### src/rtl/dpods_pkg.sv
// Constants, types and register map of the PIO-out / DMA-in command sequencer.
// Assumes one 10 MHz clock domain; every user of it imports the whole package.
// Notes on behaviour
// RULE1: PIO write command, or another block still needed, enters receive preparation.
// RULE2: Receive preparation moves to the setup-frame state once a block can be taken.
// RULE3: All blocks received or abort: receive preparation goes to status sending.
// RULE4: Setup frame initial status: busy zero, data-request one.
// RULE5: Setup frame interrupt flag zero on first block, one on later blocks.
// RULE6: Setup frame ending status: busy one, data-request zero.
// RULE7: Every setup frame carries the byte count of the coming block.
// RULE8: After the setup frame is sent, accept the data frame from transport.
// RULE9: After the data frame arrives, return to receive preparation.
// RULE10: PIO status: register frame with command contents and interrupt flag one.
// RULE11: PIO status error bit 7 may flag an earlier CRC error in this command.
// RULE12: After the status frame is sent, return to idle in either protocol.
// RULE13: DMA read command, or more frames needed, enters data preparation.
// RULE14: DMA preparation moves to data sending once frame data is ready.
// RULE15: All read data sent or abort: DMA preparation goes to status state.
// RULE16: Data sending asks for one frame of at most 2048 doublewords.
// RULE17: After each outgoing data frame, return to DMA preparation.
// RULE18: DMA status: register frame with command contents and interrupt flag one.
// RULE19: Host sends one data frame, no longer than announced, per setup frame.
package dpods_pkg;
	// APB byte addresses
	localparam logic [7:0] ADDR_CTRL = 8'h00;
	localparam logic [7:0] ADDR_FMAX = 8'h04;
	localparam logic [7:0] ADDR_STAT = 8'h08;
	localparam logic [7:0] ADDR_REMAIN = 8'h0C;
	localparam logic [7:0] ADDR_CMDS = 8'h10;
	// Control fields
	localparam int CTRL_EN_BIT = 0;
	localparam int CTRL_CRC_BIT = 1;
	localparam logic [1:0] CTRL_RST = 2'h3;
	// Frame size limit in doublewords
	localparam int FMAX_W = 12;
	localparam logic [FMAX_W-1:0] FMAX_DW = 12'h800;
	// Status register fields
	localparam int ST_STATE_LSB = 0;
	localparam int ST_STATE_W = 3;
	localparam int ST_FIRST_BIT = 4;
	localparam int ST_CRC_BIT = 5;
	localparam int ST_DMA_BIT = 6;
	// Frame status flags, bit 1 busy, bit 0 data-request
	localparam logic [1:0] FL_NONE = 2'h0;
	localparam logic [1:0] FL_SETUP_INIT = 2'h1;
	localparam logic [1:0] FL_SETUP_END = 2'h2;
	localparam int ERR_CRC_BIT = 7;
	// Widths
	localparam int DW_W = 24;
	localparam int BLK_W = 16;
	localparam logic [DW_W-1:0] DW_ONE = 24'h000001;
	localparam logic [BLK_W-1:0] BLK_ONE = 16'h0001;
	localparam logic [FMAX_W-1:0] LEN_ONE = 12'h001;
	localparam int FIFO_W = 33;
	localparam int FIFO_D = 32;
	// Frame kinds requested from the transport layer
	typedef enum logic [1:0] {FK_NONE, FK_REG, FK_SETUP, FK_DATA} dpods_kind_e;
	// Sequencer states
	typedef enum logic [2:0] {
		S_IDLE, S_PO_PREP, S_PO_SETUP, S_PO_RECV, S_PO_STAT,
		S_DI_PREP, S_DI_SEND, S_DI_STAT
	} dpods_state_e;
endpackage : dpods_pkg

### src/rtl/dpods_strm_if.sv
// Valid/ready stream carrier between the sequencer and its FIFO.
// Assumes both ends sit on the same clock.
`timescale 1ns/10ps
interface dpods_strm_if #(parameter int W = 33);
	logic valid;
	logic ready;
	logic [W-1:0] data;
	// Producer and consumer views
	modport src (output valid, output data, input ready);
	modport snk (input valid, input data, output ready);
endinterface : dpods_strm_if

### src/rtl/dpods_fifo.sv
// Synchronous FIFO with valid/ready on both sides.
// Assumes one clock; reset empties it.
`timescale 1ns/10ps
module dpods_fifo #(
	parameter int W = 33,
	parameter int D = 32
) (
	// Clock and reset
	input wire logic i_clk,
	input wire logic i_rst_n,
	// Fill and drain sides
	dpods_strm_if.snk in_s,
	dpods_strm_if.src out_s
);
	localparam int AW = $clog2(D);
	logic [W-1:0] mem [D];
	logic [AW:0] wr_r, wr_nxt, rd_r, rd_nxt;
	logic full, empty, push, pop;

	// Honest flags from the extra pointer bit
	assign empty = (wr_r == rd_r);
	assign full = (wr_r[AW] != rd_r[AW]) && (wr_r[AW-1:0] == rd_r[AW-1:0]);
	assign in_s.ready = !full;
	assign out_s.valid = !empty;
	assign out_s.data = mem[rd_r[AW-1:0]];
	assign push = in_s.valid && !full;
	assign pop = out_s.ready && !empty;

	// Pointer advance
	always_comb begin
		wr_nxt = push ? wr_r + 1'b1 : wr_r;
		rd_nxt = pop ? rd_r + 1'b1 : rd_r;
	end

	// Pointer registers and storage
	always_ff @(posedge i_clk) begin
		if (!i_rst_n) begin
			wr_r <= '0;
			rd_r <= '0;
		end else begin
			wr_r <= wr_nxt;
			rd_r <= rd_nxt;
		end
		if (push) begin
			mem[wr_r[AW-1:0]] <= in_s.data;
		end
	end
endmodule : dpods_fifo

### src/rtl/dpods_seq.sv
// Device command-layer sequencer: PIO data-out and DMA data-in protocols.
// Assumes command decoder, transport layer and media on this clock; APB slave.
//
// Design decisions made here: the APB slave port and the register offsets.
`timescale 1ns/10ps
module dpods_seq
	import dpods_pkg::*;
(
	// Clock and reset
	input wire logic i_clk,
	input wire logic i_rst_n,
	// APB slave
	input wire logic i_psel,
	input wire logic i_penable,
	input wire logic i_pwrite,
	input wire logic [7:0] i_paddr,
	input wire logic [31:0] i_pwdata,
	output logic [31:0] o_prdata,
	output logic o_pready,
	output logic o_pslverr,
	// Command decoder
	input wire logic i_cmd_valid,
	input wire logic i_cmd_dma_rd,
	input wire logic [BLK_W-1:0] i_cmd_blocks,
	input wire logic [BLK_W-1:0] i_cmd_blk_bytes,
	input wire logic [DW_W-1:0] i_cmd_dwords,
	input wire logic i_abort,
	input wire logic [7:0] i_stat_status,
	input wire logic [7:0] i_stat_error,
	output logic o_cmd_ready,
	// Transport frame requests
	output logic o_tx_req,
	output dpods_kind_e o_tx_kind,
	output logic o_tx_ibit,
	output logic [1:0] o_tx_init_flags,
	output logic [1:0] o_tx_end_flags,
	output logic [BLK_W-1:0] o_tx_count,
	output logic [7:0] o_tx_status,
	output logic [7:0] o_tx_error,
	input wire logic i_tx_done,
	input wire logic i_tx_crc_err,
	// Transport receive stream
	input wire logic i_rx_valid,
	input wire logic [31:0] i_rx_data,
	input wire logic i_rx_last,
	output logic o_rx_ready,
	// Transport transmit stream
	output logic o_txd_valid,
	output logic [31:0] o_txd_data,
	output logic o_txd_last,
	input wire logic i_txd_ready,
	// Media read source
	input wire logic i_src_valid,
	input wire logic [31:0] i_src_data,
	output logic o_src_ready,
	// Media write sink
	output logic o_sink_valid,
	output logic [31:0] o_sink_data,
	output logic o_sink_last,
	input wire logic i_sink_ready
);
	dpods_state_e state_r, state_nxt;
	logic mode_dma_r, mode_dma_nxt;
	logic first_r, first_nxt;
	logic crc_r, crc_nxt;
	logic [BLK_W-1:0] blk_left_r, blk_left_nxt;
	logic [BLK_W-1:0] blk_bytes_r, blk_bytes_nxt;
	logic [DW_W-1:0] dw_left_r, dw_left_nxt;
	logic [FMAX_W-1:0] len_r, len_nxt;
	logic [FMAX_W-1:0] pushed_r, pushed_nxt;
	logic [1:0] ctrl_r, ctrl_nxt;
	logic [FMAX_W-1:0] fmax_r, fmax_nxt;
	logic [31:0] cmds_r, cmds_nxt;
	logic [31:0] prdata_r, prdata_nxt;
	logic slverr_r, slverr_nxt;
	logic tx_req_nxt, ibit_nxt;
	dpods_kind_e kind_nxt;
	logic [1:0] init_nxt, end_nxt;
	logic [BLK_W-1:0] count_nxt;
	logic [7:0] status_nxt, error_nxt;
	logic cmd_take, push, in_last, fifo_room, fifo_idle;
	logic [31:0] rd_word;
	logic apb_wr, apb_setup, hit;

	dpods_strm_if #(.W(FIFO_W)) fin ();
	dpods_strm_if #(.W(FIFO_W)) fout ();

	// One buffer serves both directions; mode picks its ends
	dpods_fifo #(.W(FIFO_W), .D(FIFO_D)) u_fifo (
		.i_clk(i_clk),
		.i_rst_n(i_rst_n),
		.in_s(fin),
		.out_s(fout)
	);

	// Fill side: host data in PIO receive, media data in DMA send
	always_comb begin
		fin.valid = 1'b0;
		in_last = 1'b0;
		if (state_r == S_PO_RECV) begin
			fin.valid = i_rx_valid; // RULE8
			in_last = i_rx_last;
		end else if (state_r == S_DI_SEND) begin
			fin.valid = i_src_valid && (pushed_r != len_r); // RULE16
			in_last = (pushed_r == len_r - LEN_ONE);
		end
		fin.data = {in_last, (mode_dma_r ? i_src_data : i_rx_data)};
	end
	assign fifo_room = fin.ready;
	assign push = fin.valid && fifo_room;
	assign o_rx_ready = (state_r == S_PO_RECV) && fifo_room;
	assign o_src_ready = (state_r == S_DI_SEND) && (pushed_r != len_r) && fifo_room;

	// Drain side, steered by the latched mode
	assign fifo_idle = !fout.valid;
	assign fout.ready = mode_dma_r ? i_txd_ready : i_sink_ready;
	assign o_txd_valid = fout.valid && mode_dma_r;
	assign o_sink_valid = fout.valid && !mode_dma_r;
	assign o_txd_data = fout.data[31:0];
	assign o_sink_data = fout.data[31:0];
	assign o_txd_last = fout.data[FIFO_W-1];
	assign o_sink_last = fout.data[FIFO_W-1];

	assign o_cmd_ready = (state_r == S_IDLE) && ctrl_r[CTRL_EN_BIT];
	assign cmd_take = o_cmd_ready && i_cmd_valid;

	// Sequencer next state and counters
	always_comb begin
		state_nxt = state_r;
		mode_dma_nxt = mode_dma_r;
		first_nxt = first_r;
		crc_nxt = crc_r;
		blk_left_nxt = blk_left_r;
		blk_bytes_nxt = blk_bytes_r;
		dw_left_nxt = dw_left_r;
		len_nxt = len_r;
		pushed_nxt = pushed_r;
		cmds_nxt = cmds_r;
		// A CRC report in the clearing cycle still counts
		if (state_r != S_IDLE && i_tx_crc_err) begin
			crc_nxt = 1'b1; // RULE11
		end
		unique case (state_r)
			S_IDLE: begin
				if (cmd_take) begin
					mode_dma_nxt = i_cmd_dma_rd;
					first_nxt = 1'b1;
					crc_nxt = i_tx_crc_err;
					blk_left_nxt = i_cmd_blocks;
					blk_bytes_nxt = i_cmd_blk_bytes;
					dw_left_nxt = i_cmd_dwords;
					state_nxt = i_cmd_dma_rd ? S_DI_PREP : S_PO_PREP; // RULE1 RULE13
				end
			end
			S_PO_PREP: begin
				// Drained buffer first: keeps blocks apart, status after media write
				if (fifo_idle && (i_abort || blk_left_r == '0)) begin
					state_nxt = S_PO_STAT; // RULE3
				end else if (fifo_idle) begin
					state_nxt = S_PO_SETUP; // RULE2
				end
			end
			S_PO_SETUP: begin
				if (i_tx_done) begin
					first_nxt = 1'b0;
					state_nxt = S_PO_RECV; // RULE8
				end
			end
			S_PO_RECV: begin
				// Last beat of the single announced frame ends the block
				if (push && in_last) begin
					blk_left_nxt = blk_left_r - BLK_ONE; // RULE19
					state_nxt = S_PO_PREP; // RULE9
				end
			end
			S_DI_PREP: begin
				if (i_abort || dw_left_r == '0) begin
					state_nxt = S_DI_STAT; // RULE15
				end else if (i_src_valid) begin
					pushed_nxt = '0;
					if (dw_left_r < {{(DW_W-FMAX_W){1'b0}}, fmax_r}) begin
						len_nxt = dw_left_r[FMAX_W-1:0];
					end else begin
						len_nxt = fmax_r; // RULE16
					end
					state_nxt = S_DI_SEND; // RULE14
				end
			end
			S_DI_SEND: begin
				if (push) begin
					pushed_nxt = pushed_r + LEN_ONE;
					dw_left_nxt = dw_left_r - DW_ONE;
				end
				if (i_tx_done) begin
					state_nxt = S_DI_PREP; // RULE17
				end
			end
			S_PO_STAT, S_DI_STAT: begin
				if (i_tx_done) begin
					cmds_nxt = cmds_r + 32'h00000001;
					state_nxt = S_IDLE; // RULE12
				end
			end
		endcase
	end

	// Frame request, computed for the coming state so it is held in flops
	always_comb begin
		tx_req_nxt = 1'b0;
		kind_nxt = FK_NONE;
		ibit_nxt = 1'b0;
		init_nxt = FL_NONE;
		end_nxt = FL_NONE;
		count_nxt = '0;
		status_nxt = 8'h00;
		error_nxt = 8'h00;
		unique case (state_nxt)
			S_PO_SETUP: begin
				tx_req_nxt = 1'b1;
				kind_nxt = FK_SETUP;
				init_nxt = FL_SETUP_INIT; // RULE4
				end_nxt = FL_SETUP_END; // RULE6
				ibit_nxt = !first_nxt; // RULE5
				count_nxt = blk_bytes_nxt; // RULE7
			end
			S_DI_SEND: begin
				tx_req_nxt = 1'b1;
				kind_nxt = FK_DATA;
				count_nxt = {2'b00, len_nxt, 2'b00}; // RULE16
			end
			S_PO_STAT, S_DI_STAT: begin
				tx_req_nxt = 1'b1;
				kind_nxt = FK_REG;
				ibit_nxt = 1'b1; // RULE10 RULE18
				status_nxt = i_stat_status;
				error_nxt = i_stat_error;
				if (state_nxt == S_PO_STAT && crc_nxt && ctrl_r[CTRL_CRC_BIT]) begin
					error_nxt[ERR_CRC_BIT] = 1'b1; // RULE11
				end
			end
			default: begin
				tx_req_nxt = 1'b0;
			end
		endcase
	end

	// Sequencer and request registers
	always_ff @(posedge i_clk) begin
		if (!i_rst_n) begin
			state_r <= S_IDLE;
			mode_dma_r <= 1'b0;
			first_r <= 1'b0;
			crc_r <= 1'b0;
			blk_left_r <= '0;
			blk_bytes_r <= '0;
			dw_left_r <= '0;
			len_r <= '0;
			pushed_r <= '0;
			cmds_r <= '0;
			o_tx_req <= 1'b0;
			o_tx_kind <= FK_NONE;
			o_tx_ibit <= 1'b0;
			o_tx_init_flags <= FL_NONE;
			o_tx_end_flags <= FL_NONE;
			o_tx_count <= '0;
			o_tx_status <= 8'h00;
			o_tx_error <= 8'h00;
		end else begin
			state_r <= state_nxt;
			mode_dma_r <= mode_dma_nxt;
			first_r <= first_nxt;
			crc_r <= crc_nxt;
			blk_left_r <= blk_left_nxt;
			blk_bytes_r <= blk_bytes_nxt;
			dw_left_r <= dw_left_nxt;
			len_r <= len_nxt;
			pushed_r <= pushed_nxt;
			cmds_r <= cmds_nxt;
			o_tx_req <= tx_req_nxt;
			o_tx_kind <= kind_nxt;
			o_tx_ibit <= ibit_nxt;
			o_tx_init_flags <= init_nxt;
			o_tx_end_flags <= end_nxt;
			o_tx_count <= count_nxt;
			o_tx_status <= status_nxt;
			o_tx_error <= error_nxt;
		end
	end

	// APB decode: read data latched in setup, so no wait states
	assign apb_setup = i_psel && !i_penable;
	assign apb_wr = i_psel && i_penable && i_pwrite;
	assign o_pready = i_psel && i_penable;
	assign o_prdata = prdata_r;
	assign o_pslverr = slverr_r && o_pready;

	// Register read mux and hit detection
	always_comb begin
		rd_word = 32'h00000000;
		hit = 1'b1;
		unique case (i_paddr)
			ADDR_CTRL: rd_word[1:0] = ctrl_r;
			ADDR_FMAX: rd_word[FMAX_W-1:0] = fmax_r;
			ADDR_STAT: begin
				rd_word[ST_STATE_LSB +: ST_STATE_W] = state_r;
				rd_word[ST_FIRST_BIT] = first_r;
				rd_word[ST_CRC_BIT] = crc_r;
				rd_word[ST_DMA_BIT] = mode_dma_r;
			end
			ADDR_REMAIN: begin
				rd_word[DW_W-1:0] = mode_dma_r ? dw_left_r : {8'h00, blk_left_r};
			end
			ADDR_CMDS: rd_word = cmds_r;
			default: hit = 1'b0;
		endcase
	end

	// Register writes; an out-of-range frame limit falls back to the maximum
	always_comb begin
		ctrl_nxt = ctrl_r;
		fmax_nxt = fmax_r;
		prdata_nxt = prdata_r;
		slverr_nxt = slverr_r;
		if (apb_setup) begin
			prdata_nxt = i_pwrite ? 32'h00000000 : rd_word;
			slverr_nxt = !hit;
		end
		if (apb_wr && i_paddr == ADDR_CTRL) begin
			ctrl_nxt = i_pwdata[1:0];
		end
		if (apb_wr && i_paddr == ADDR_FMAX) begin
			if (i_pwdata[FMAX_W-1:0] == '0 || i_pwdata[FMAX_W-1:0] > FMAX_DW) begin
				fmax_nxt = FMAX_DW; // RULE16
			end else begin
				fmax_nxt = i_pwdata[FMAX_W-1:0];
			end
		end
	end

	// Register file flops
	always_ff @(posedge i_clk) begin
		if (!i_rst_n) begin
			ctrl_r <= CTRL_RST;
			fmax_r <= FMAX_DW;
			prdata_r <= 32'h00000000;
			slverr_r <= 1'b0;
		end else begin
			ctrl_r <= ctrl_nxt;
			fmax_r <= fmax_nxt;
			prdata_r <= prdata_nxt;
			slverr_r <= slverr_nxt;
		end
	end
endmodule : dpods_seq

### config.mk
export PLATFORM = sky130hd
export DESIGN_NAME = dpods_seq
export DESIGN_NICKNAME = d
export VERILOG_FILES = /design/src/rtl/dpods_pkg.sv /design/src/rtl/dpods_strm_if.sv /design/src/rtl/dpods_fifo.sv /design/src/rtl/dpods_seq.sv
export SDC_FILE = /design/constraint.sdc
export NUM_CORES = 1
export LEC_CHECK = 0
export BUFFER_PORTS_ARGS = -buffer_cell sky130_fd_sc_hd__clkbuf_2
export CAP_MARGIN = 20
export CELL_PAD_IN_SITES_DETAIL_PLACEMENT = 0
export CELL_PAD_IN_SITES_GLOBAL_PLACEMENT = 1
export CORE_AREA = 2 2 314 441
export DETAILED_ROUTE_END_ITERATION = 6
export DIE_AREA = 0 0 316 443
export PLACE_DENSITY = 0.59
export SYNTH_ARGS = -nofsm -noshare
export SYNTH_HDL_FRONTEND = slang
export SYNTH_SLANG_ARGS = --single-unit
### constraint.sdc
create_clock -name i_clk -period 4.96 [get_ports i_clk]
set_input_delay 0.496 -clock i_clk [delete_from_list [all_inputs] [get_ports i_clk]]
set_output_delay 0.496 -clock i_clk [all_outputs]
set_load 0.02 [all_outputs]
---- Yosys cells after proc, flatten, opt, wreduce, memory -nomap -nowiden ----
Memories as Yosys holds them, arrays and structs flattened. A register that Yosys moved wholly into a read port is not among the register bits.
Cells that the tools add are included.
word-level totals
  register bits ........................... 217
  RAM bits ................................ 1056
  input bits .............................. 191
  logic and storage cells ................. 170
  memories ................................ 1
memories
  memory      depth  bits a word  read ports  clocked after Yosys merged registers in  wr ports  RTL line          text
  u_fifo.mem  32     33           1           1                                        1         dpods_fifo.sv:16  logic [W-1:0] mem [D];
cells by class
  $add $sub $neg .......................... 7
  $lt $le $gt $ge ......................... 2
  eq/ne operators ......................... 25
  multiplexer cells ....................... 61
  reductions and logical operators ........ 50
operators by type and width
  cell                                                number
  2-to-1 mux 12 bit                                   8
  2-to-1 mux 24 bit                                   3
  2-to-1 mux 16 bit                                   4
  2-to-1 mux 32 bit                                   2
  one-hot mux 16 bit (2 select lines)                 2
  one-hot mux 12 bit (2 select lines)                 2
  one-hot mux 24 bit (2 select lines)                 1
  adder 32 x 1 -> 32 bit, second input constant       1
  2-to-1 mux 3 bit                                    10
  zero test 24 bit                                    1
  < comparator 24 x 12 -> 1 bit                       1
  subtractor 24 x 1 -> 24 bit, second input constant  1
  logical AND 1 bit                                   22
  == test 3 bit, second input constant                7
  one-hot mux 3 bit (7 select lines)                  1
  == test 8 x 4 -> 1 bit, second input constant       2
  zero test 16 bit                                    1
  2-to-1 mux 1 bit                                    16
  subtractor 16 x 1 -> 16 bit, second input constant  1
  one-hot mux 5 bit (3 select lines)                  1
  adder 12 x 1 -> 12 bit, second input constant       1
  adder 6 x 1 -> 6 bit, second input constant         2
  == test 12 bit                                      1
  > comparator 12 bit, second input constant          1
  other kinds (33)                                    53

---- Depth between registers and ports, before layout ----
  depth in word-level cells ............... 12
  depth in mapped cells ................... 11
  depth with buffers taken out ............ 9

---- Hierarchy ----
A second synthesis with hierarchy kept.
unflattened totals
  cells, all modules ...................... 3702
  area total of the unflattened synthesis .. 52456.6 um^2
modules (own cells, without submodules)
  module      instances  cells each  area each (um^2)
  dpods_fifo  1          2385        41740.0
  dpods_seq   1          1317        10716.5

---- Worst setup path after synthesis ----
Ideal clock, no wire load.
  kind .................................... reg-to-reg
  start point ............................. register len_r[3]
  end point ............................... memory u_fifo.mem[0][32], data pin
  arrival time ............................ 3.297 ns
  data required time ...................... 4.506 ns
  slack ................................... 1.209 ns
  cell stages (with the launch flop) ...... 8
  period minus slack after synthesis ...... 3.751 ns
  cell sequence ........................... dfxtp_1 clkbuf_1 or4_1 nor2_1 nand2_1 xor2_1 or4_1 o21ai_0
between the ends
  cells in the longest elaborated chain, start to end .. 4
ends and longest elaborated chain
  what                         RTL line            text
  from (decl)                  dpods_seq.sv:69     logic [FMAX_W-1:0] len_r, len_nxt;
  from (signal assigned)       dpods_seq.sv:276    len_r <= len_nxt;
  subtractor 12 x 1 -> 12 bit  dpods_seq.sv:105    in_last = (pushed_r == len_r - LEN_ONE);
  == test 12 bit               dpods_seq.sv:105
  2-to-1 mux 1 bit             dpods_seq.sv:103    end else if (state_r == S_DI_SEND) begin
  2-to-1 mux 1 bit             dpods_seq.sv:100    if (state_r == S_PO_RECV) begin
  net fin.data[32]             dpods_strm_if.sv:7  logic [W-1:0] data;
  to (decl)                    dpods_fifo.sv:16
The timed path passes the listed nets, and every way through them passes these cells.

==> impl_results.rst <==
.. list-table::
   :header-rows: 1

   * - Metric
     - Value
   * - Maximum vdd drop
     - 0.000404 V
   * - RSZ-0062 raised after global routing
     - false
   * - Placed wire-length estimate after detailed placement
     - 85600 µm
   * - Detailed router's first-iteration violation count
     - 2134
   * - Max-slew violation total from the final report
     - 0
   * - Combined flip-flop and latch cell area
     - 0.0361 mm²
   * - Fill cell total of the finished layout
     - 11863
   * - Total number of vias
     - 28007
   * - Crit share post-route
     - 0.851
   * - Nature of the critical path endpoint
     - output port
   * - # hold bufs at CTS
     - 37
   * - Total count of hold-check failures in the final report
     - 0
   * - Antenna violations before repair
     - 1
   * - GRT overflow
     - 0
   * - Area of the multi-input gates
     - 0.0145 mm²
   * - Area growth from synthesis to final layout
     - 16.1%
   * - I/O Buffers
     - 313
   * - Highest-count cells in the layout ignoring fill and taps
     - 1056 x edfxtp_1, 330 x mux4_2, 314 x clkbuf_2
   * - Flops & latches, synth
     - 1275
   * - Number of antenna cells inserted
     - 0
   * - Routability cong.
     - 0.819
   * - Final ANT Viol Nets
     - 0
   * - Die X-Extent
     - 316 µm
   * - Site Rows
     - 161
   * - Net count, final
     - 3491
   * - Library cell contributing the largest single delay on the critical path
     - dfxtp_4
   * - Core Footprint
     - 0.136 mm²
   * - CP Cell Sequence
     - buf_12 > mux4_2 > mux4_2 > mux2_2 > clkbuf_2
   * - Maximum number of pins on one net before global-route repair
     - 80
   * - Source-to-sink clock delay at the later pin of the worst-skew pair
     - 0.76 ns
   * - Post-detailed-routing wire length
     - 134000 µm
   * - Post-route worst hold slack
     - 0.0844 ns
   * - Hold path depth
     - 3
   * - Sequential share of the synthesized area
     - 0.703
   * - Max-cap check violation count
     - 0
   * - Fin cells
     - 5172
   * - Leading area contributor after synthesis
     - edfxtp_1
   * - Highest net fanout along the worst path
     - 79
   * - Sum of buffers and inverters on the critical path
     - 2
   * - Number of vias per cell after detailed routing
     - 5.42
   * - Worst rel slew slack
     - 0.228
   * - Synthesized instance count
     - 2927
   * - Root Buffer
     - clkbuf_16
   * - Vertical extent of the die
     - 443 µm
   * - Endpoint arrival time on the critical path
     - 3.72 ns
   * - Clock Pin Slew Worst Setup and Hold Paths
     - 0.06 ns
   * - Min Clock Period, post-route
     - 4.22 ns
   * - Placement-stage cell area
     - 0.0552 mm²
   * - Area of all placed cells without fillers
     - 0.0596 mm²
   * - Post-synthesis average cell area
     - 17.5 µm²
   * - Startpoint class of the critical path
     - flop
   * - Wire length of the first global-routing pass
     - 198000 µm
   * - GRT Total Usage
     - 0.194
   * - Vias in the first global route
     - 29219
   * - Routed wire length per instance
     - 26.0 µm
   * - Clock Skews
     - 0.0236 ns
   * - Highest achievable clock rate
     - 237 MHz
   * - Worst Setup Slack post-DPL
     - 0.868 ns
   * - Fraction of final layout cells sized beyond drive strength 1
     - 0.302
   * - Clk sink count
     - 1275
   * - TritonCTS buffer count
     - 130
   * - Dpl cells
     - 4902
   * - Count of warnings emitted by yosys
     - 0
   * - Clock tree from TritonCTS
     - yes
   * - Final setup violating endpoints
     - 0
   * - Post-synth top flop
     - edfxtp_1
   * - Starting utilization of the core area
     - 0.377
   * - Leak Pwr
     - 0.0191 µW
   * - Area of the mapped netlist
     - 0.0514 mm²
   * - Required time reported for the critical path endpoint
     - 4.46 ns
   * - Power per unit of standard cell area
     - 402 mW/mm²
   * - Worst-margin pin slew
     - 1.15 ns
   * - Post-synth top area share
     - 0.617
   * - Type of the worst setup path
     - reg -> out
   * - CTS HTree Levels
     - 4
   * - Kind of cell with the highest combined delay on the critical path
     - multiplexers
   * - Worst hold path class
     - in -> reg
   * - Reg2Reg Depth
     - 8
   * - Most common library cell in the layout ignoring fill and taps
     - edfxtp_1
   * - Die area
     - 0.140 mm²
   * - Asr flop ratio synth
     - 0
   * - Number of enable-type register cells in the synthesized netlist
     - 1056
   * - Initial DRT Pass Iterations
     - 7
   * - Number of gates resized after CTS
     - 0
   * - Dominant cells by area after synthesis
     - edfxtp_1 62%, mux4_2 14%, dfxtp_1 8.5%
   * - Distinct cell type count after synthesis
     - 72
   * - Run status
     - complete, no violations
   * - Longest Clk Path Bufs
     - 3
   * - Setup Buffers After CTS
     - 0
   * - Final setup margin
     - 0.741 ns
   * - Path length in cells of the critical path
     - 5
   * - Worst stage delay on the critical path
     - 0.84 ns
   * - Top-Level Pins
     - 336
   * - Most repeated library cell on the critical path
     - mux4_2
   * - Sum Neg Setup Slack
     - 0 ns
   * - Remaining routing DRC violations
     - 0
[layout make-up]
class | count | share of cell area
Tap cell | 1793 | 0.0376
Timing Repair Buffer | 424 | 0.0440
Inverter | 31 | 0.00199
Multi-Input combinational cell | 1417 | 0.243
Sequential cell | 1275 | 0.606
Clock inverter | 60 | 0.00779
Clock buffer | 172 | 0.0596
[path summary, 6_finish.rpt]
path / from / slack (ns) / to
max: flop / 0.74 / o_sink_data[6]
max reg2reg: pushed_r[2]$_SDFFE_PN0P_ / 0.98 / u_fifo.mem[4][11]$_DFFE_PP_
min: i_cmd_dwords[14] / 0.08 / dw_left_r[14]$_SDFFE_PN0P_
min reg2reg: blk_bytes_r[7]$_SDFF_PN0_ / 0.46 / blk_bytes_r[7]$_SDFF_PN0_
[kinds of logic after synthesis]
kind of cell	after synthesis	synth area share
buffers and inverters	236	0.0203
other	1	0.0000730
DFF	1275	0.703
muxes	434	0.167
adders and majority gates	21	0.00512
and+or+nand+nor	581	0.0546
AOI/OAI and AO/OA	315	0.0397
xor gates and xnor gates	64	0.0109
[sequential cells by signal, indices dropped and copies added, names as in the netlist, 3 cells and up, named ones only]
signal / flops
o_tx_count: 16
blk_left_r: 16
state_r: 3
u_fifo.rd_r: 6
dw_left_r: 24
cmds_r: 32
u_fifo.mem: 1056
len_r: 12
o_tx_status: 8
u_fifo.wr_r: 6
blk_bytes_r: 16
o_tx_error: 8
fmax_r: 12
o_prdata: 32
pushed_r: 12
[through the flow]
stage,utilization,total power [µW]
6_report,0.437,24000
4_1_cts,0.437,24300
5_1_grt,0.437,24900
3_3_place_gp,0.405,14800
3_5_place_dp,0.405,14800
2_1_floorplan,-,13900
[synthesized netlist by cell type (all sizes together) (10+ instances only)]
library cell and n:
a21oi 98, a222oi 12, inv 31, mux2i 36, dfxtp 219, nand3 23
and2 47, xnor2 36, nand4 24, nor3b 19, or3 14, nand2 121
a211oi 29, nand2b 10, ha 21, edfxtp 1056, or4 13, nor4 15
mux2 68, o21ai 69, xor2 28, nor3 29, a22oi 17, nor2 223
and3 12, clkbuf 135, mux4 330, buf 70
[power by group]
group	total, µW	leakage [µW]	switching, µW	internal [µW]
Combinational	2400	0.00591	1560	840
Clock	9380	0.00197	4110	5270
Sequential	12200	0.0112	215	12000
Total	24000	0.0191	5880	18100
[tightest hold or removal path: stages]
cell      delay (ns)
clkbuf_2        0.09
o21ai_0         0.14
a211oi_1        0.07
[metal layers]
metal | share of wire | vias to the layer above | GRT usage
met5 | 0 | - | 0
met4 | 0.023 | 0 | 0.0529
met3 | 0.045 | 174 | 0.0316
met2 | 0.52 | 832 | 0.339
met1 | 0.41 | 14635 | 0.247
li1 | - | 12366 | -
Power figures use the tool's default switching activity.
